===== src/logic/cst_regs.svh =====
`ifndef CST_REGS_SVH
`define CST_REGS_SVH

// ----------------------------------------
// register byte offsets
// ----------------------------------------
`define CST_OFF_STATUS   8'h00
`define CST_OFF_TRAP     8'h04
`define CST_OFF_CORE     8'h08
`define CST_OFF_IRQ_ST   8'h0C
`define CST_OFF_IRQ_MSK  8'h10

// ----------------------------------------
// core status word fields
// ----------------------------------------
`define CST_SR_OA        15
`define CST_SR_OB        14
`define CST_SR_SA        13
`define CST_SR_SB        12
`define CST_SR_OAB       11
`define CST_SR_SAB       10
`define CST_SR_DA        9
`define CST_SR_DC        8
`define CST_SR_PRI_HI    7
`define CST_SR_PRI_LO    5
`define CST_SR_MASK      16'hFFE0

// ----------------------------------------
// trap control word fields
// ----------------------------------------
`define CST_TC_NST       15
`define CST_TC_OVA       14
`define CST_TC_OVB       13
`define CST_TC_COVA      12
`define CST_TC_COVB      11
`define CST_TC_ACC_A_OVERFLOW_TRAP_ENABLE     10
`define CST_TC_ACC_B_OVERFLOW_TRAP_ENABLE     9
`define CST_TC_CATASTROPHIC_TRAP_ENABLE     8
`define CST_TC_SFT       7
`define CST_TC_DIV0      6
`define CST_TC_MATH      4
`define CST_TC_ADDR      3
`define CST_TC_MASK      16'hFFD8

// ----------------------------------------
// core control, interrupt bits, resets
// ----------------------------------------
`define CST_CC_PRI3      3
`define CST_IRQ_OVF      0
`define CST_IRQ_CAT      1
`define CST_IRQ_MATH     2
`define CST_IRQ_ADDR     3
`define CST_IRQ_SAT      4
`define CST_RST_REG16    16'h0000
`define CST_RST_IRQ      5'h00
`define CST_RST_WORD     32'h0000_0000

`endif


===== src/logic/cst_pkg.sv =====
package cst_pkg;

  // events and levels from the execution datapath
  typedef struct packed {
    logic       acc_a_ovf;
    logic       acc_b_ovf;
    logic       acc_a_sat;
    logic       acc_b_sat;
    logic       acc_a_cat;
    logic       acc_b_cat;
    logic       loop_active;
    logic       alu_valid;
    logic       alu_byte;
    logic       carry4;
    logic       carry8;
    logic       bad_shift;
    logic       div_zero;
    logic       addr_err;
    logic       pri_load;
    logic [2:0] pri_value;
  } cst_dp_t;

  // requests and levels toward the interrupt controller
  typedef struct packed {
    logic       ovf_trap;
    logic       cat_trap;
    logic       math_trap;
    logic       addr_trap;
    logic [3:0] cpu_priority_level;
    logic       user_irq_disable;
    logic       nesting_disable;
  } cst_trap_t;

  // whole state of the block
  typedef struct packed {
    logic [15:0] sr;
    logic [15:0] tc;
    logic        pri3;
    logic [4:0]  irq_st;
    logic [4:0]  irq_msk;
    logic        wr_pend;
    logic [7:0]  wr_addr;
    logic [31:0] hrdata;
    logic        ovf_trap;
    logic        cat_trap;
    logic        math_trap;
    logic        addr_trap;
  } cst_state_t;

endpackage : cst_pkg


===== src/logic/cst_status_trap.sv =====
// The AHB-Lite slave port and the placing of the registers were left to the implementer.
`timescale 1ns/1ps
`include "cst_regs.svh"

// Behaviour
// - per-accumulator overflow bits follow the datapath, read only
// - per-accumulator saturation flags are sticky; software only clears them
// - combined overflow bit is the OR of both overflow bits
// - combined sticky saturation bit; clearing it clears both per-accumulator flags
// - loop-active bit shows a hardware loop in progress
// - half carry taken from bit 4 (byte) or bit 8 (word) carry
// - nesting disable blocks nesting and freezes the priority field for software
// - overflow trap flags per accumulator record an overflow trap
// - catastrophic trap flags per accumulator record a catastrophic trap
// - per-accumulator overflow trap enables gate the overflow trap
// - one catastrophic enable gates catastrophic traps of both accumulators
// - bad shift flag records an invalid accumulator shift math error
// - address error flag records an address error trap
// - unimplemented trap bits read zero; all status bits reset to zero
module cst_status_trap (
  input  wire logic                 hclk,
  input  wire logic                 hresetn,
  input  wire logic                 hsel,
  input  wire logic [31:0]          haddr,
  input  wire logic [1:0]           htrans,
  input  wire logic                 hwrite,
  input  wire logic [2:0]           hsize,
  input  wire logic                 hready,
  input  wire logic [31:0]          hwdata,
  output logic                      hreadyout,
  output logic                      hresp,
  output logic [31:0]               hrdata,
  input  wire cst_pkg::cst_dp_t     dp,
  output cst_pkg::cst_trap_t        trap,
  output logic                      irq
);
  import cst_pkg::*;

  // ----------------------------------------
  // address decode
  // ----------------------------------------

  // one-hot register select, shared by the
  // read path and the write data phase
  function automatic logic [4:0] cst_dec(
    input logic [7:0] a
  );
    logic [4:0] sel;
    sel = 5'h00;
    // unmapped offsets select nothing, so
    // writes there fall on the floor
    unique case (a)
      `CST_OFF_STATUS:  sel = 5'h01;
      `CST_OFF_TRAP:    sel = 5'h02;
      `CST_OFF_CORE:    sel = 5'h04;
      `CST_OFF_IRQ_ST:  sel = 5'h08;
      `CST_OFF_IRQ_MSK: sel = 5'h10;
      default:          sel = 5'h00;
    endcase
    return sel;
  endfunction : cst_dec

  // ----------------------------------------
  // state
  // ----------------------------------------

  cst_state_t s;
  cst_state_t next_s;

  // helpers of the next-state process; all
  // are given a value on every pass
  logic        take;
  logic [4:0]  wsel;
  logic [4:0]  rsel;
  logic [15:0] w;
  logic        ova_rise;
  logic        ovb_rise;
  logic        ova_trap;
  logic        ovb_trap;
  logic        cova_trap;
  logic        covb_trap;
  logic        math_evt;
  logic [4:0]  irq_evt;
  logic [31:0] rword;

  // ----------------------------------------
  // next-state logic
  // ----------------------------------------

  always_comb begin
    next_s = s;
    // trap requests are single-cycle pulses
    next_s.ovf_trap  = 1'h0;
    next_s.cat_trap  = 1'h0;
    next_s.math_trap = 1'h0;
    next_s.addr_trap = 1'h0;

    // bus address phase; only word access
    // is meant, other sizes act as a word
    take = hsel & hready & htrans[1];
    next_s.wr_pend = take & hwrite;
    if (take) begin
      next_s.wr_addr = haddr[7:0];
    end

    // write data phase
    wsel = cst_dec(s.wr_addr) & {5{s.wr_pend}};
    w    = hwdata[15:0];

    // ----------------------------------------
    // software writes, data phase
    // ----------------------------------------

    // status word: sticky bits clear on a
    // written zero, writing one does nothing
    if (wsel[0]) begin
      if (!w[`CST_SR_SA]) begin
        next_s.sr[`CST_SR_SA] = 1'h0;
      end
      if (!w[`CST_SR_SB]) begin
        next_s.sr[`CST_SR_SB] = 1'h0;
      end
      // combined clear takes both flags
      if (!w[`CST_SR_SAB]) begin
        next_s.sr[`CST_SR_SA] = 1'h0;
        next_s.sr[`CST_SR_SB] = 1'h0;
      end
      next_s.sr[`CST_SR_DC] = w[`CST_SR_DC];
      // priority frozen while nesting is off;
      // a frozen write is dropped silently,
      // no bus error is raised
      if (!s.tc[`CST_TC_NST]) begin
        next_s.sr[`CST_SR_PRI_HI:`CST_SR_PRI_LO] =
          w[`CST_SR_PRI_HI:`CST_SR_PRI_LO];
      end
    end

    // trap control word; holes stay zero
    if (wsel[1]) begin
      next_s.tc = w & `CST_TC_MASK;
    end

    // core control: fourth priority bit
    if (wsel[2]) begin
      next_s.pri3 = w[`CST_CC_PRI3];
    end

    // interrupt status: write one to clear
    if (wsel[3]) begin
      next_s.irq_st = s.irq_st & ~w[4:0];
    end

    // interrupt mask
    if (wsel[4]) begin
      next_s.irq_msk = w[4:0];
    end

    // ----------------------------------------
    // hardware updates
    // ----------------------------------------

    // hardware updates come after software
    // writes so a same-cycle event wins

    // overflow levels from the datapath
    next_s.sr[`CST_SR_OA] = dp.acc_a_ovf;
    next_s.sr[`CST_SR_OB] = dp.acc_b_ovf;

    // saturation is sticky until cleared
    if (dp.acc_a_sat) begin
      next_s.sr[`CST_SR_SA] = 1'h1;
    end
    if (dp.acc_b_sat) begin
      next_s.sr[`CST_SR_SB] = 1'h1;
    end

    // combined bits track their sources
    next_s.sr[`CST_SR_OAB] =
      next_s.sr[`CST_SR_OA] |
      next_s.sr[`CST_SR_OB];
    next_s.sr[`CST_SR_SAB] =
      next_s.sr[`CST_SR_SA] |
      next_s.sr[`CST_SR_SB];

    // hardware loop in progress
    next_s.sr[`CST_SR_DA] = dp.loop_active;

    // half carry from the right bit; a valid
    // alu result or a status write moves it,
    // otherwise the last value holds
    if (dp.alu_valid) begin
      next_s.sr[`CST_SR_DC] =
        dp.alu_byte ? dp.carry4 : dp.carry8;
    end

    // interrupt controller loads priority
    // on entry and return, nesting or not
    if (dp.pri_load) begin
      next_s.sr[`CST_SR_PRI_HI:`CST_SR_PRI_LO] =
        dp.pri_value;
    end

    // ----------------------------------------
    // trap causes
    // ----------------------------------------

    // an overflow is the rising edge of
    // the level, so a held overflow traps
    // only once
    ova_rise = dp.acc_a_ovf & ~s.sr[`CST_SR_OA];
    ovb_rise = dp.acc_b_ovf & ~s.sr[`CST_SR_OB];
    ova_trap = ova_rise & s.tc[`CST_TC_ACC_A_OVERFLOW_TRAP_ENABLE];
    ovb_trap = ovb_rise & s.tc[`CST_TC_ACC_B_OVERFLOW_TRAP_ENABLE];

    // one enable serves both accumulators
    cova_trap = dp.acc_a_cat &
                s.tc[`CST_TC_CATASTROPHIC_TRAP_ENABLE];
    covb_trap = dp.acc_b_cat &
                s.tc[`CST_TC_CATASTROPHIC_TRAP_ENABLE];

    // trap cause flags; set beats clear
    if (ova_trap) begin
      next_s.tc[`CST_TC_OVA] = 1'h1;
    end
    if (ovb_trap) begin
      next_s.tc[`CST_TC_OVB] = 1'h1;
    end
    if (cova_trap) begin
      next_s.tc[`CST_TC_COVA] = 1'h1;
    end
    if (covb_trap) begin
      next_s.tc[`CST_TC_COVB] = 1'h1;
    end

    // math error causes
    if (dp.bad_shift) begin
      next_s.tc[`CST_TC_SFT] = 1'h1;
    end
    if (dp.div_zero) begin
      next_s.tc[`CST_TC_DIV0] = 1'h1;
    end

    // every trap cause but the address error
    // counts as a math error, accumulator traps included
    math_evt = dp.bad_shift | dp.div_zero |
               ova_trap | ovb_trap |
               cova_trap | covb_trap;
    if (math_evt) begin
      next_s.tc[`CST_TC_MATH] = 1'h1;
    end

    // address error
    if (dp.addr_err) begin
      next_s.tc[`CST_TC_ADDR] = 1'h1;
    end

    // trap request pulses
    next_s.ovf_trap  = ova_trap | ovb_trap;
    next_s.cat_trap  = cova_trap | covb_trap;
    next_s.math_trap = math_evt;
    next_s.addr_trap = dp.addr_err;

    // events into the interrupt status
    irq_evt = 5'h00;
    irq_evt[`CST_IRQ_OVF]  = ova_trap | ovb_trap;
    irq_evt[`CST_IRQ_CAT]  = cova_trap | covb_trap;
    irq_evt[`CST_IRQ_MATH] = math_evt;
    irq_evt[`CST_IRQ_ADDR] = dp.addr_err;
    irq_evt[`CST_IRQ_SAT]  = dp.acc_a_sat |
                             dp.acc_b_sat;
    next_s.irq_st = next_s.irq_st | irq_evt;

    // ----------------------------------------
    // read data
    // ----------------------------------------

    // read path: data is built from the
    // updated values, so a read right after
    // a write sees the written data
    rsel  = cst_dec(haddr[7:0]);
    rword = `CST_RST_WORD;
    unique case (1'h1)
      rsel[0]: begin
        rword[15:0] = next_s.sr & `CST_SR_MASK;
      end
      rsel[1]: begin
        rword[15:0] = next_s.tc & `CST_TC_MASK;
      end
      rsel[2]: begin
        rword[`CST_CC_PRI3] = next_s.pri3;
      end
      rsel[3]: begin
        rword[4:0] = next_s.irq_st;
      end
      rsel[4]: begin
        rword[4:0] = next_s.irq_msk;
      end
      default: begin
        // unmapped reads answer zero
        rword = `CST_RST_WORD;
      end
    endcase
    if (take & ~hwrite) begin
      next_s.hrdata = rword;
    end
  end

  // ----------------------------------------
  // state register
  // ----------------------------------------

  // every implemented bit starts at zero
  always_ff @(posedge hclk or negedge hresetn) begin
    if (!hresetn) begin
      s.sr        <= `CST_RST_REG16;
      s.tc        <= `CST_RST_REG16;
      s.pri3      <= 1'h0;
      s.irq_st    <= `CST_RST_IRQ;
      s.irq_msk   <= `CST_RST_IRQ;
      // no bus write is pending out of reset
      s.wr_pend   <= 1'h0;
      s.wr_addr   <= 8'h00;
      s.hrdata    <= `CST_RST_WORD;
      s.ovf_trap  <= 1'h0;
      s.cat_trap  <= 1'h0;
      s.math_trap <= 1'h0;
      s.addr_trap <= 1'h0;
    end else begin
      s <= next_s;
    end
  end

  // ----------------------------------------
  // outputs
  // ----------------------------------------

  // no wait states, always OKAY; every
  // register answers in one cycle, so a
  // data phase ends at the next edge
  assign hreadyout = 1'h1;
  assign hresp     = 1'h0;
  assign hrdata    = s.hrdata;

  // trap requests toward the controller;
  // each pulse lasts one cycle, so the
  // controller must take it on that edge
  assign trap.ovf_trap  = s.ovf_trap;
  assign trap.cat_trap  = s.cat_trap;
  assign trap.math_trap = s.math_trap;
  assign trap.addr_trap = s.addr_trap;

  // full level is the fourth bit on top
  // of the three-bit field
  assign trap.cpu_priority_level = {
    s.pri3,
    s.sr[`CST_SR_PRI_HI:`CST_SR_PRI_LO]
  };

  // top priority bit shuts out user irqs
  assign trap.user_irq_disable = s.pri3;

  // controller must not nest while set
  assign trap.nesting_disable =
    s.tc[`CST_TC_NST];

  // level interrupt from unmasked status;
  // it drops only when software clears
  // or masks the status bit behind it
  assign irq = |(s.irq_st & s.irq_msk);

endmodule : cst_status_trap


===== config.mk =====
export PLATFORM = sky130hd
export DESIGN_NAME = cst_status_trap
export DESIGN_NICKNAME = d
export VERILOG_FILES = /design/src/logic/cst_pkg.sv /design/src/logic/cst_status_trap.sv
export VERILOG_INCLUDE_DIRS = /design/src /design/src/logic
export SDC_FILE = /design/constraint.sdc
export NUM_CORES = 1
export LEC_CHECK = 0
export BUFFER_PORTS_ARGS = -buffer_cell sky130_fd_sc_hd__buf_2
export CORE_UTILIZATION = 38
export DETAILED_ROUTE_END_ITERATION = 10
export GPL_ROUTABILITY_DRIVEN = 0
export PLACE_DENSITY_LB_ADDON = 0.3
export SLEW_MARGIN = 10
export SYNTH_ARGS = -nofsm -noshare
export SYNTH_HDL_FRONTEND = slang
export SYNTH_SLANG_ARGS = --single-unit

===== constraint.sdc =====
create_clock -name hclk -period 1.9 [get_ports hclk]
set_input_delay 0.095 -clock hclk [delete_from_list [all_inputs] [get_ports hclk]]
set_output_delay 0.095 -clock hclk [all_outputs]
set_load 0.05 [all_outputs]

# Word level (Yosys, flattened, before mapping)
# Index checks and enable logic that the tools add are counted.
# classes
eq_ne	8
n_mux	29
bitwise_logic	28
reduce_logical	3
# ops
operator	count
$pmux 5 s5	2
$eq 8x4->1 const B	4
$pmux 11 s2	1
$eq 8x3->1 const B	2
$eq 8x5->1 const B	2
$logic_not 8->1	2
$mux 16	1
$and 5x5->5	3
$mux 1	15
$and 1x1->1	10
$mux 5	2
$or 1x1->1	10
$mux 3	2
$pmux 3 s2	1
$not 5->5	1
$or 5x5->5	1
$reduce_or 5->1	1
$mux 2	2
$mux 4	1
$pmux 1 s4	1
$not 1->1	3
$pmux 1 s3	1
# totals
register_bits	63
input_bits	92
out_inout_bits	45
wordCells	80

# Logic depth before layout (Yosys ltp)
# Gate-level depths: netlist of the first run.
# depth
depth_word	9
mapped_depth	6
mapped_depth_nobuf	5

# Worst setup path after synthesis of the first run
# Ideal clock, no wire load.
# synth_timing
path_type	reg2reg
startpoint	register s[41] (netlist bit)
endpoint	register, netlist name hrdata[6]
setup_time_ps	124
arrival_time_ps	1806
required_ps	1776
path_slack_ps	-29
path_stages_with_launch	6
n_path_buf	0
synth_period_minus_slack_ps	1929
path_cell_list	dfrtp_1 or4b_4 nor4b_4 mux2i_1 o21ai_1 a211o_1
# synth_rtl
item	line_no	source
start, declared	cst_status_trap.sv:67	cst_state_t s;
start signal, assigned	cst_status_trap.sv:329	s <= next_s;

==> results of run 1 <==
[cell usage in the layout (no fill, tap or decap), types with 4 or more instances in the layout]
master,n
a211o_1,5
nand2_1,19
buf_2,74
conb_1,18
and4_1,5
inv_1,13
mux2i_2,5
dfrtp_1,60
dlygate4sd3_1,14
nand3_1,4
nor2_1,13
o21ai_1,6
o21ai_0,5
clkbuf_8,10
mux2_2,12
nand4_1,7
mux2i_1,5
buf_4,39
[report_power, final]
part           internal, mW  total (mW)  switching (mW)
clock                 0.768        1.28           0.510
combinational         0.272       0.755           0.483
sequential             1.37        1.43          0.0625
total                  2.41        3.47            1.05
[state kept, by name (all words and copies together) (netlist names)]
name,flops
s,35
hrdata,16
trap,9
[final timing paths]
| kind | startpoint | endpoint | slack [ns] | depth (start not counted) |
|---|---|---|---|---|
| max in group asynchronous | hresetn | s[64] | 1.30 | 3 |
| worst max-delay path | s[42] | hrdata[13] | -0.19 | 5 |
| worst max register to register | s[42] | hrdata[13] | -0.19 | 5 |
| worst min register to register | hrdata[9] | hrdata[9] | 0.48 | 2 |
| min in group asynchronous | hresetn | s[41] | 0.32 | 3 |
| worst min-delay path | dp[2] | trap[4] | 0.01 | 3 |
[layer usage]
layer	GRT usage	vias to the layer above	wire length (um)
li1	-	1170	-
met1	0.259	1229	3510
met2	0.293	85	3670
met3	0.0448	11	404
met4	0.0677	0	97
met5	0	-	0
[cell type report]
class / instances / area (sq um) / share of cell area
multi-input cells: 174 / 1340 / 0.324
flip-flops and latches: 60 / 1500 / 0.364
inverters: 13 / 48.8 / 0.0118
repair buffers: 133 / 892 / 0.216
clock inverters: 5 / 75.1 / 0.0182
well taps: 102 / 128 / 0.0310
clock buffers: 11 / 141 / 0.0343
[timing repair]
| action | CTS | global route |
|---|---|---|
| hold buffers | 14 | 0 |
| buffers inserted | 9 | 12 |
| hold endpoints to repair | 74 | 0 |
| setup endpoints to repair | 7 | 19 |
| pin swaps | 7 | 13 |
| gates resized for setup | 12 | 20 |
[logic make-up after synthesis]
logic type,Yosys count,share of synthesized area
and+or+nand+nor,81,0.170
xor gates and xnor gates,1,0.00284
other,2,0.00244
DFF,60,0.487
AOI/OAI and AO/OA,50,0.118
muxes,24,0.0836
buffers and inverters,66,0.136
[tightest hold or removal path, stage by stage]
cell and delay, ns:
buf_2 0.08, nand2_1 0.04, o21ai_1 0.08
[metrics by stage]
stage	setup TNS (ns)	worst slack [ns]	hold WS (ns)	power, mW
3_3_place_gp	-0.432	-0.0986	0.150	2.12
6_report	-0.747	-0.185	0.0128	3.47
3_5_place_dp	-0.588	-0.152	0.156	2.13
5_1_grt	-1.82	-0.223	0.0123	3.62
2_1_floorplan	-0.0589	-0.0294	-0.201	1.98
4_1_cts	-0.443	-0.146	0.00283	3.47
==> metrics.csv, run 1 <==
stage,metric,value,unit
global_route,grt_usage,0.189,
floorplanning,rows,32,
clock_network,clk_latency,0.34,ns
drt,route.detailed.drc,0,
sta,setup_viol,8,
sta,rsz0062_at_grt,yes,
sta,layout_setup_ws,-0.185,ns
critical_path,worstSetupEndpointType,flop,
floorplanning,io_pins,137,
floorplanning,die_width,92.1,um
logic_synthesis,avgSynthCellArea,10.9,sq um
sta,finalHoldViolCount,0,
layout,layout-drive-gt1-share,0.457,
critical_path,critPathArrivalTime,2.31,ns
clock_network,cts_inserted_buffers,9,
drt,vias,2495,
layout,nFillCells,710,
logic_synthesis,ys_seq_area_frac,0.487,
global_route,grt_overflow,0,
floorplanning,die_area,0.00848,sq mm
clock_network,root_buffer,clkbuf_8,
logic_synthesis,yosysMostFrequentCell,dfrtp_1,
job,cap_violations,0,
global_route,grt_max_degree,32,
layout,insertedDiodeCount,0,
logic_synthesis,synth_seq_cells,60,
logic_synthesis,async_flop_share,1.00,
logic_synthesis,synth_top_area_share,0.487,
sta,skew,0.00972,ns
logic_synthesis,syn_area,0.00308,sq mm
drt,vias_per_cell,5.01,
run_status,outcome,"complete, but fails checks",
clock_network,path_clk_slew,0.07,ns
layout,utilization,0.531,
clock_network,cts.path.max_buffers,2,
logic_synthesis,synthCells,284,
logic_synthesis,synth_area_leaders,"dfrtp_1, buf_4, mux2_2",
clock_network,tritoncts,done,
critical_path,worstPathCellList,or4b_4 -> nor4_1 -> o21ai_0 -> a221oi_1 -> nor2_1,
layout,area_growth,33.7,%
drt,wirelength,7690,um
logic_synthesis,synth_top_cell_by_area,dfrtp_1,
global_route,antenna_found_initial,0,
critical_path,cp_max_fo,3,
drt,wire_per_inst,15.4,um
place,placedCellCount,447,
sta,max_freq,0.480,GHz
place,placed_area,0.00348,sq mm
layout,stdcell_area,0.00412,sq mm
floorplanning,core-area,0.00777,sq mm
logic_synthesis,synth_ff_type,dfrtp_1,
critical_path,critPathRequiredTime,2.13,ns
critical_path,critPathKind,reg -> reg,
logic_synthesis,synth_cell_type_count,56,
floorplanning,fp.dieH,92.1,um
pwr,power.leakage,1.92,nW
floorplanning,initial_core_util,0.397,
critical_path,cpMaxStageDelayCell,or4b_4,
clock_network,htreeDepth,3,
hold_path,worstHoldPathType,in -> reg,
sta,fin_crit,2.09,ns
sta,period_share,1.10,
layout,nets,483,
run_status,violations,negative setup slack,
sta,slew_viol_final,0,
clock_network,clock-sinks,60,
place,hpwl,5320,um
logic_synthesis,synth-edff-count,0,
critical_path,cp_top_family,simple AND/OR/NAND/NOR gates,
pwr,max-vdd-ir-drop,384,uV
critical_path,cp_num_buf_inv,0,
logic_synthesis,yosys_warnings,0,
global_route,grt_pass1_vias,2471,
pwr,power_density,841,mW/mm^2
drt,first_pass_iters,4,
drt,drt_iter0_drc,144,
layout,stdcell_count,498,
place,io_buffers,74,
critical_path,critPathMaxStageDelay,0.57,ns
logic_synthesis,synthTopCellsByCount,"dfrtp_1, buf_4, nand2_1, mux2_2",
global_route,grt_pass1_wl,12300,um
drt,antenna_left,0,
critical_path,start_kind,flop,
Power figures use the tool's default switching activity.
==> inputs of run 2 (changes only) <==
--- a/config.mk
+++ b/config.mk
@@ -6,11 +6,13 @@
 export SDC_FILE = /design/constraint.sdc
 export NUM_CORES = 1
 export LEC_CHECK = 0
+export ABC_AREA = 1
 export BUFFER_PORTS_ARGS = -buffer_cell sky130_fd_sc_hd__buf_2
 export CORE_UTILIZATION = 38
 export DETAILED_ROUTE_END_ITERATION = 10
 export GPL_ROUTABILITY_DRIVEN = 0
 export PLACE_DENSITY_LB_ADDON = 0.3
+export SKIP_LAST_GASP = 1
 export SLEW_MARGIN = 10
 export SYNTH_ARGS = -nofsm -noshare
 export SYNTH_HDL_FRONTEND = slang
==> metrics.csv, run 2 <==
stage,metric,value,unit
run_status,outcome,"finished, final reports clean",
clock_network,post-cts-setup-buffer-count,0,
job,cap_violations,0,
sta,finalSetupTns,0,ns
logic_synthesis,synth-edff-count,0,
layout,layout-drive-gt1-share,0.268,
layout,nets,541,
logic_synthesis,synth.mux.area_fraction,0.0142,
layout,layout_common_cells,"nand2_1, buf_2, dfrtp_1",
global_route,grt_pass1_vias,2412,
place,placed_area,0.00341,sq mm
clock_network,root_buffer,clkbuf_8,
critical_path,critPathRequiredTime,2.12,ns
critical_path,start_kind,flop,
critical_path,critPathKind,reg -> reg,
logic_synthesis,avgSynthCellArea,8.28,sq um
sta,setup_viol,0,
floorplanning,rows,32,
logic_synthesis,synth_compound_area_frac,0.0516,
clock_network,htreeDepth,3,
logic_synthesis,synthXorXnorAreaFrac,0,
floorplanning,initial_core_util,0.401,
sta,slew_viol_final,0,
sta,skew,0.0111,ns
sta,fin_crit,1.65,ns
sta,period_share,0.870,
logic_synthesis,synth_area_leaders,"dfrtp_1, nand2_1, buf_4",
floorplanning,die_area,0.00874,sq mm
clock_network,cts.path.max_buffers,2,
global_route,grt_usage,0.179,
drt,wirelength,7260,um
sta,rsz0062_at_grt,no,
clock_network,path_clk_slew,0.06,ns
hold_path,min_path_cells,3,
pwr,power.leakage,1.92,nW
critical_path,cp_max_fo,8,
critical_path,critPathMaxStageDelay,0.39,ns
place,hpwl,5490,um
logic_synthesis,yosys_warnings,0,
critical_path,crit_path_start,s[37],
floorplanning,fp.dieH,93.5,um
global_route,grt_max_degree,23,
logic_synthesis,synth_ff_type,dfrtp_1,
layout,area_growth,14.6,%
layout,stdcell_area,0.00364,sq mm
sta,layout_setup_ws,0.246,ns
critical_path,r2r_start,s[37],
drt,antenna_left,0,
floorplanning,core-area,0.00793,sq mm
drt,drt_iter0_drc,96,
sta,max_freq,0.605,GHz
global_route,antenna_found_initial,0,
floorplanning,io_pins,137,
drt,wire_per_inst,13.1,um
critical_path,worstSetupEndpointType,flop,
clock_network,holdBufCountCts,7,
critical_path,critPathArrivalTime,1.88,ns
layout,final_common_cell,nand2_1,
logic_synthesis,synth_seq_cells,60,
logic_synthesis,synthCells,384,
layout,utilization,0.459,
critical_path,cpMaxStageDelayCell,dfrtp_1,
drt,vias,2531,
logic_synthesis,synth_top_family_by_area,simple AND/OR/NAND/NOR gates,
floorplanning,die_width,93.5,um
logic_synthesis,synth_top_area_share,0.472,
clock_network,clk_latency,0.34,ns
critical_path,crit_top_cell,nand2_1,
logic_synthesis,synthAdderAreaFrac,0,
global_route,grt_pass1_wl,11700,um
layout,largest_reg_flops,35,
hold_path,hold_start,hwdata[11],
place,pre_cts_slack,0.272,ns
clock_network,clock-sinks,60,
critical_path,worstPathCellList,nor2_2 -> inv_1 -> nor2_2 -> buf_4 -> nand2_2 -> nand2_1 -> nand2_1 -> nand2_1 -> nand3_1 -> nand2_1 -> nand2_1,
logic_synthesis,synthTopCellsByCount,"nand2_1, dfrtp_1, buf_4, nand3_1, inv_1",
logic_synthesis,ys_seq_area_frac,0.472,
clock_network,tritoncts,done,
layout,insertedDiodeCount,0,
critical_path,r2r_cells,11,
drt,vias_per_cell,4.57,
logic_synthesis,yosysMostFrequentCell,nand2_1,
pwr,power_density,821,mW/mm^2
clock_network,cts_inserted_buffers,9,
logic_synthesis,synth_top_cell_by_area,dfrtp_1,
sta,finalHoldViolCount,0,
logic_synthesis,syn_area,0.00318,sq mm
pwr,max-vdd-ir-drop,391,uV
logic_synthesis,async_flop_share,1.00,
logic_synthesis,yosys.area_share.simple,0.305,
hold_path,worstHoldPathType,in -> reg,
logic_synthesis,synth_cell_type_count,36,
layout,regMostFlops,s,
drt,first_pass_iters,5,
clock_network,ctsResizeCount,0,
global_route,grt_overflow,0,
drt,route.detailed.drc,0,
place,io_buffers,74,
run 2: changes by cell type after synthesis, moves of 4 or more:
cell,previous run,this run
a211o_1,5,0
and4_1,5,0
inv_1,13,29
mux2_2,14,4
mux2i_1,10,0
nand2_1,19,129
nand2_2,0,4
nand3_1,6,35
nand4_1,7,1
nor2_1,13,18
nor2_2,0,5
run 2: worst max-delay path: cells and delay by family, from the launching register on:
kind | cells | cell delay, ns
buffers and inverters | 2 | 0.29
flip-flops | 1 | 0.39
AND/OR/NAND/NOR | 9 | 0.85
run 2: per-layer routing:
| metal | vias up | GRT usage | wire length (um) |
|---|---|---|---|
| met5 | - | 0 | 0 |
| met4 | 0 | 0.0846 | 94 |
| met3 | 7 | 0.0236 | 377 |
| met2 | 71 | 0.296 | 3600 |
| met1 | 1169 | 0.233 | 3200 |
| li1 | 1284 | - | - |
run 2: power breakdown:
| part | internal (mW) | switching (mW) | total [mW] |
|---|---|---|---|
| Sequential | 1.37 | 0.0566 | 1.43 |
| Clock | 0.492 | 0.468 | 0.961 |
| Combinational | 0.162 | 0.439 | 0.601 |
| Total | 2.03 | 0.964 | 2.99 |
run 2: final timing paths:
check                            endpoint  slack (ns)
worst max-delay path            hrdata[4]        0.25
worst min-delay path                s[67]       0.007
worst max register to register  hrdata[4]        0.25
worst min register to register  hrdata[0]        0.47
max in group asynchronous           s[46]        0.94
min in group asynchronous         trap[1]        0.28
run 2: per-stage QoR:
stage | hold slack [ns] | cells | power, mW
after global routing | 0.00574 | 554 | 3.14
after detailed placement | 0.0859 | 533 | 2.04
after global placement | 0.0820 | 533 | 2.03
after floorplan | -0.201 | 400 | 1.94
after CTS | 0.00353 | 554 | 3.02
final | 0.00727 | 554 | 2.99
run 2: cell families (layout without fill, tap and decap cells):
group                  count (synthesis)  in the layout
AOI/OAI and AO/OA                     26             26
DFF                                   60             60
buffers and inverters                 81            133
and+or+nand+nor                      211            211
muxes                                  4              4
other                                  2             18
run 2: final cells by class:
class | instances | area [sq um]
clock buffer | 12 | 145
clock inverter | 2 | 12.5
multi-input combinational | 259 | 1250
sequential | 60 | 1500
inverter | 31 | 116
fill | 838 | 4290
tap | 102 | 128
timing repair buffer | 88 | 493
==> inputs of run 3 (changes only) <==
--- a/config.mk
+++ b/config.mk
@@ -12,6 +12,7 @@
 export DETAILED_ROUTE_END_ITERATION = 10
 export GPL_ROUTABILITY_DRIVEN = 0
 export PLACE_DENSITY_LB_ADDON = 0.3
+export SETUP_SLACK_MARGIN = 0.5
 export SKIP_LAST_GASP = 1
 export SLEW_MARGIN = 10
 export SYNTH_ARGS = -nofsm -noshare
==> metrics.csv, run 3 (synthesized netlist as in run 2, its figures left out) <==
stage,metric,value,unit
layout,nets,562,
drt,vias,2689,
sta,finalHoldViolCount,1,
drt,drt_iter0_drc,125,
sta,setup_viol,0,
layout,largest_reg_flops,35,
pwr,max-vdd-ir-drop,380,uV
clock_network,clock-sinks,60,
clock_network,clk_latency,0.34,ns
global_route,antenna_found_initial,0,
critical_path,critPathKind,reg -> reg,
floorplanning,fp.dieH,93.5,um
drt,antenna_left,0,
global_route,grt_overflow,0,
global_route,grt_max_degree,23,
clock_network,path_clk_slew,0.07,ns
critical_path,critPathArrivalTime,1.81,ns
drt,wire_per_inst,13.8,um
sta,whs,-0.0100,ns
critical_path,critPathRequiredTime,2.12,ns
global_route,grt_pass1_wl,12100,um
sta,fin_crit,1.59,ns
job,cap_violations,0,
layout,regMostFlops,s,
floorplanning,initial_core_util,0.401,
place,io_buffers,74,
critical_path,worstSetupEndpointType,flop,
layout,area_growth,28.3,%
sta,max_freq,0.631,GHz
floorplanning,core-area,0.00793,sq mm
clock_network,cts_inserted_buffers,9,
floorplanning,die_width,93.5,um
layout,nFillCells,774,
run_status,violations,negative hold slack,
floorplanning,rows,32,
sta,skew,0.00962,ns
sta,max_slew_margin,0.648,
layout,layout-drive-gt1-share,0.391,
critical_path,cp_max_fo,5,
pwr,power_density,755,mW/mm^2
drt,wirelength,7930,um
sta,finalSetupTns,0,ns
clock_network,htreeDepth,3,
layout,layout_common_cells,"nand2_1, buf_2, dfrtp_1",
sta,rsz0062_at_grt,yes,
sta,worst_pin_slew,0.525,ns
drt,vias_per_cell,4.68,
drt,route.detailed.drc,0,
sta,period_share,0.834,
floorplanning,io_pins,137,
global_route,grt_pass1_vias,2494,
critical_path,start_kind,flop,
critical_path,r2r_start,s[43],
layout,final_common_cell,nand2_1,
hold_path,worstHoldPathType,in -> reg,
clock_network,tritoncts,done,
hold_path,hold_start,hwdata[9],
pwr,power.leakage,2.08,nW
clock_network,root_buffer,clkbuf_8,
place,hpwl,5490,um
critical_path,crit_path_start,s[43],
drt,first_pass_iters,4,
run_status,outcome,"complete, but fails checks",
layout,insertedDiodeCount,0,
global_route,grt_usage,0.187,
sta,slew_viol_final,0,
clock_network,cts.path.max_buffers,2,
floorplanning,die_area,0.00874,sq mm
==> run 3: path summary, 6_finish.rpt <==
path | to | slack [ns] | cells after the start
max in group asynchronous | s[46] | 0.93 | 3
max reg2reg | hrdata[4] | 0.31 | 12
min in group asynchronous | s[37] | 0.29 | 2
max | hrdata[4] | 0.31 | 12
min reg2reg | hrdata[0] | 0.47 | 2
min | s[65] | -0.01 | 3
==> run 3: critical path, stage by stage (launching register included) <==
cell	delay, ns
dfrtp_1	0.39
nor2_2	0.16
nand2_2	0.11
nor2_8	0.11
buf_12	0.14
buf_8	0.12
nand3_2	0.05
nand2_1	0.09
nand2_2	0.07
nand2_2	0.06
nand3_2	0.08
nand2_2	0.06
nand2_1	0.04
==> run 3: cell type report <==
class,count,area [sq um],area share
clock buffers,12,145,0.0356
clock inverters,2,12.5,0.00307
inverters,31,129,0.0316
multi-input cells,260,1460,0.358
flip-flops and latches,60,1500,0.368
well taps,102,128,0.0313
repair buffers,107,697,0.171
repair inverters,1,8.76,0.00215
==> run 3: what timing repair did <==
action | 4_1_cts | 5_1_grt
pin swaps | 13 | 17
cloned | 2 | 1
setup buffers | 8 | 8
gates resized for setup | 21 | 51
endpoints found under the hold margin | 25 | 2
hold buffers | 7 | 2
setup endpoints to repair | 27 | 39
==> run 3: power breakdown <==
| group | internal [mW] | total [mW] | switching (mW) | leakage, nW |
|---|---|---|---|---|
| registers | 1.37 | 1.44 | 0.0626 | 0.675 |
| logic | 0.205 | 0.684 | 0.479 | 1.33 |
| clock network | 0.492 | 0.959 | 0.467 | 0.0783 |
==> run 3: per-stage QoR <==
| stage | power, mW | utilization | setup WS [ns] | instances | area (sq um) |
|---|---|---|---|---|---|
| after detailed placement | 2.04 | 0.431 | 0.272 | 533 | 3410 |
| after global routing | 3.23 | 0.515 | 0.224 | 575 | 4080 |
| final | 3.08 | 0.515 | 0.315 | 575 | 4080 |
| after CTS | 3.05 | 0.480 | 0.328 | 564 | 3810 |
| after floorplan | 1.94 | - | 0.508 | 400 | 3240 |
| after global placement | 2.03 | 0.431 | 0.298 | 533 | 3410 |
==> run 3: per-layer routing <==
metal,global-route usage,vias to the layer above,part of all wire
met5,0,-,0
met4,0.0987,0,0.026
met3,0.0236,14,0.036
met2,0.309,76,0.50
met1,0.237,1270,0.44
li1,-,1329,-
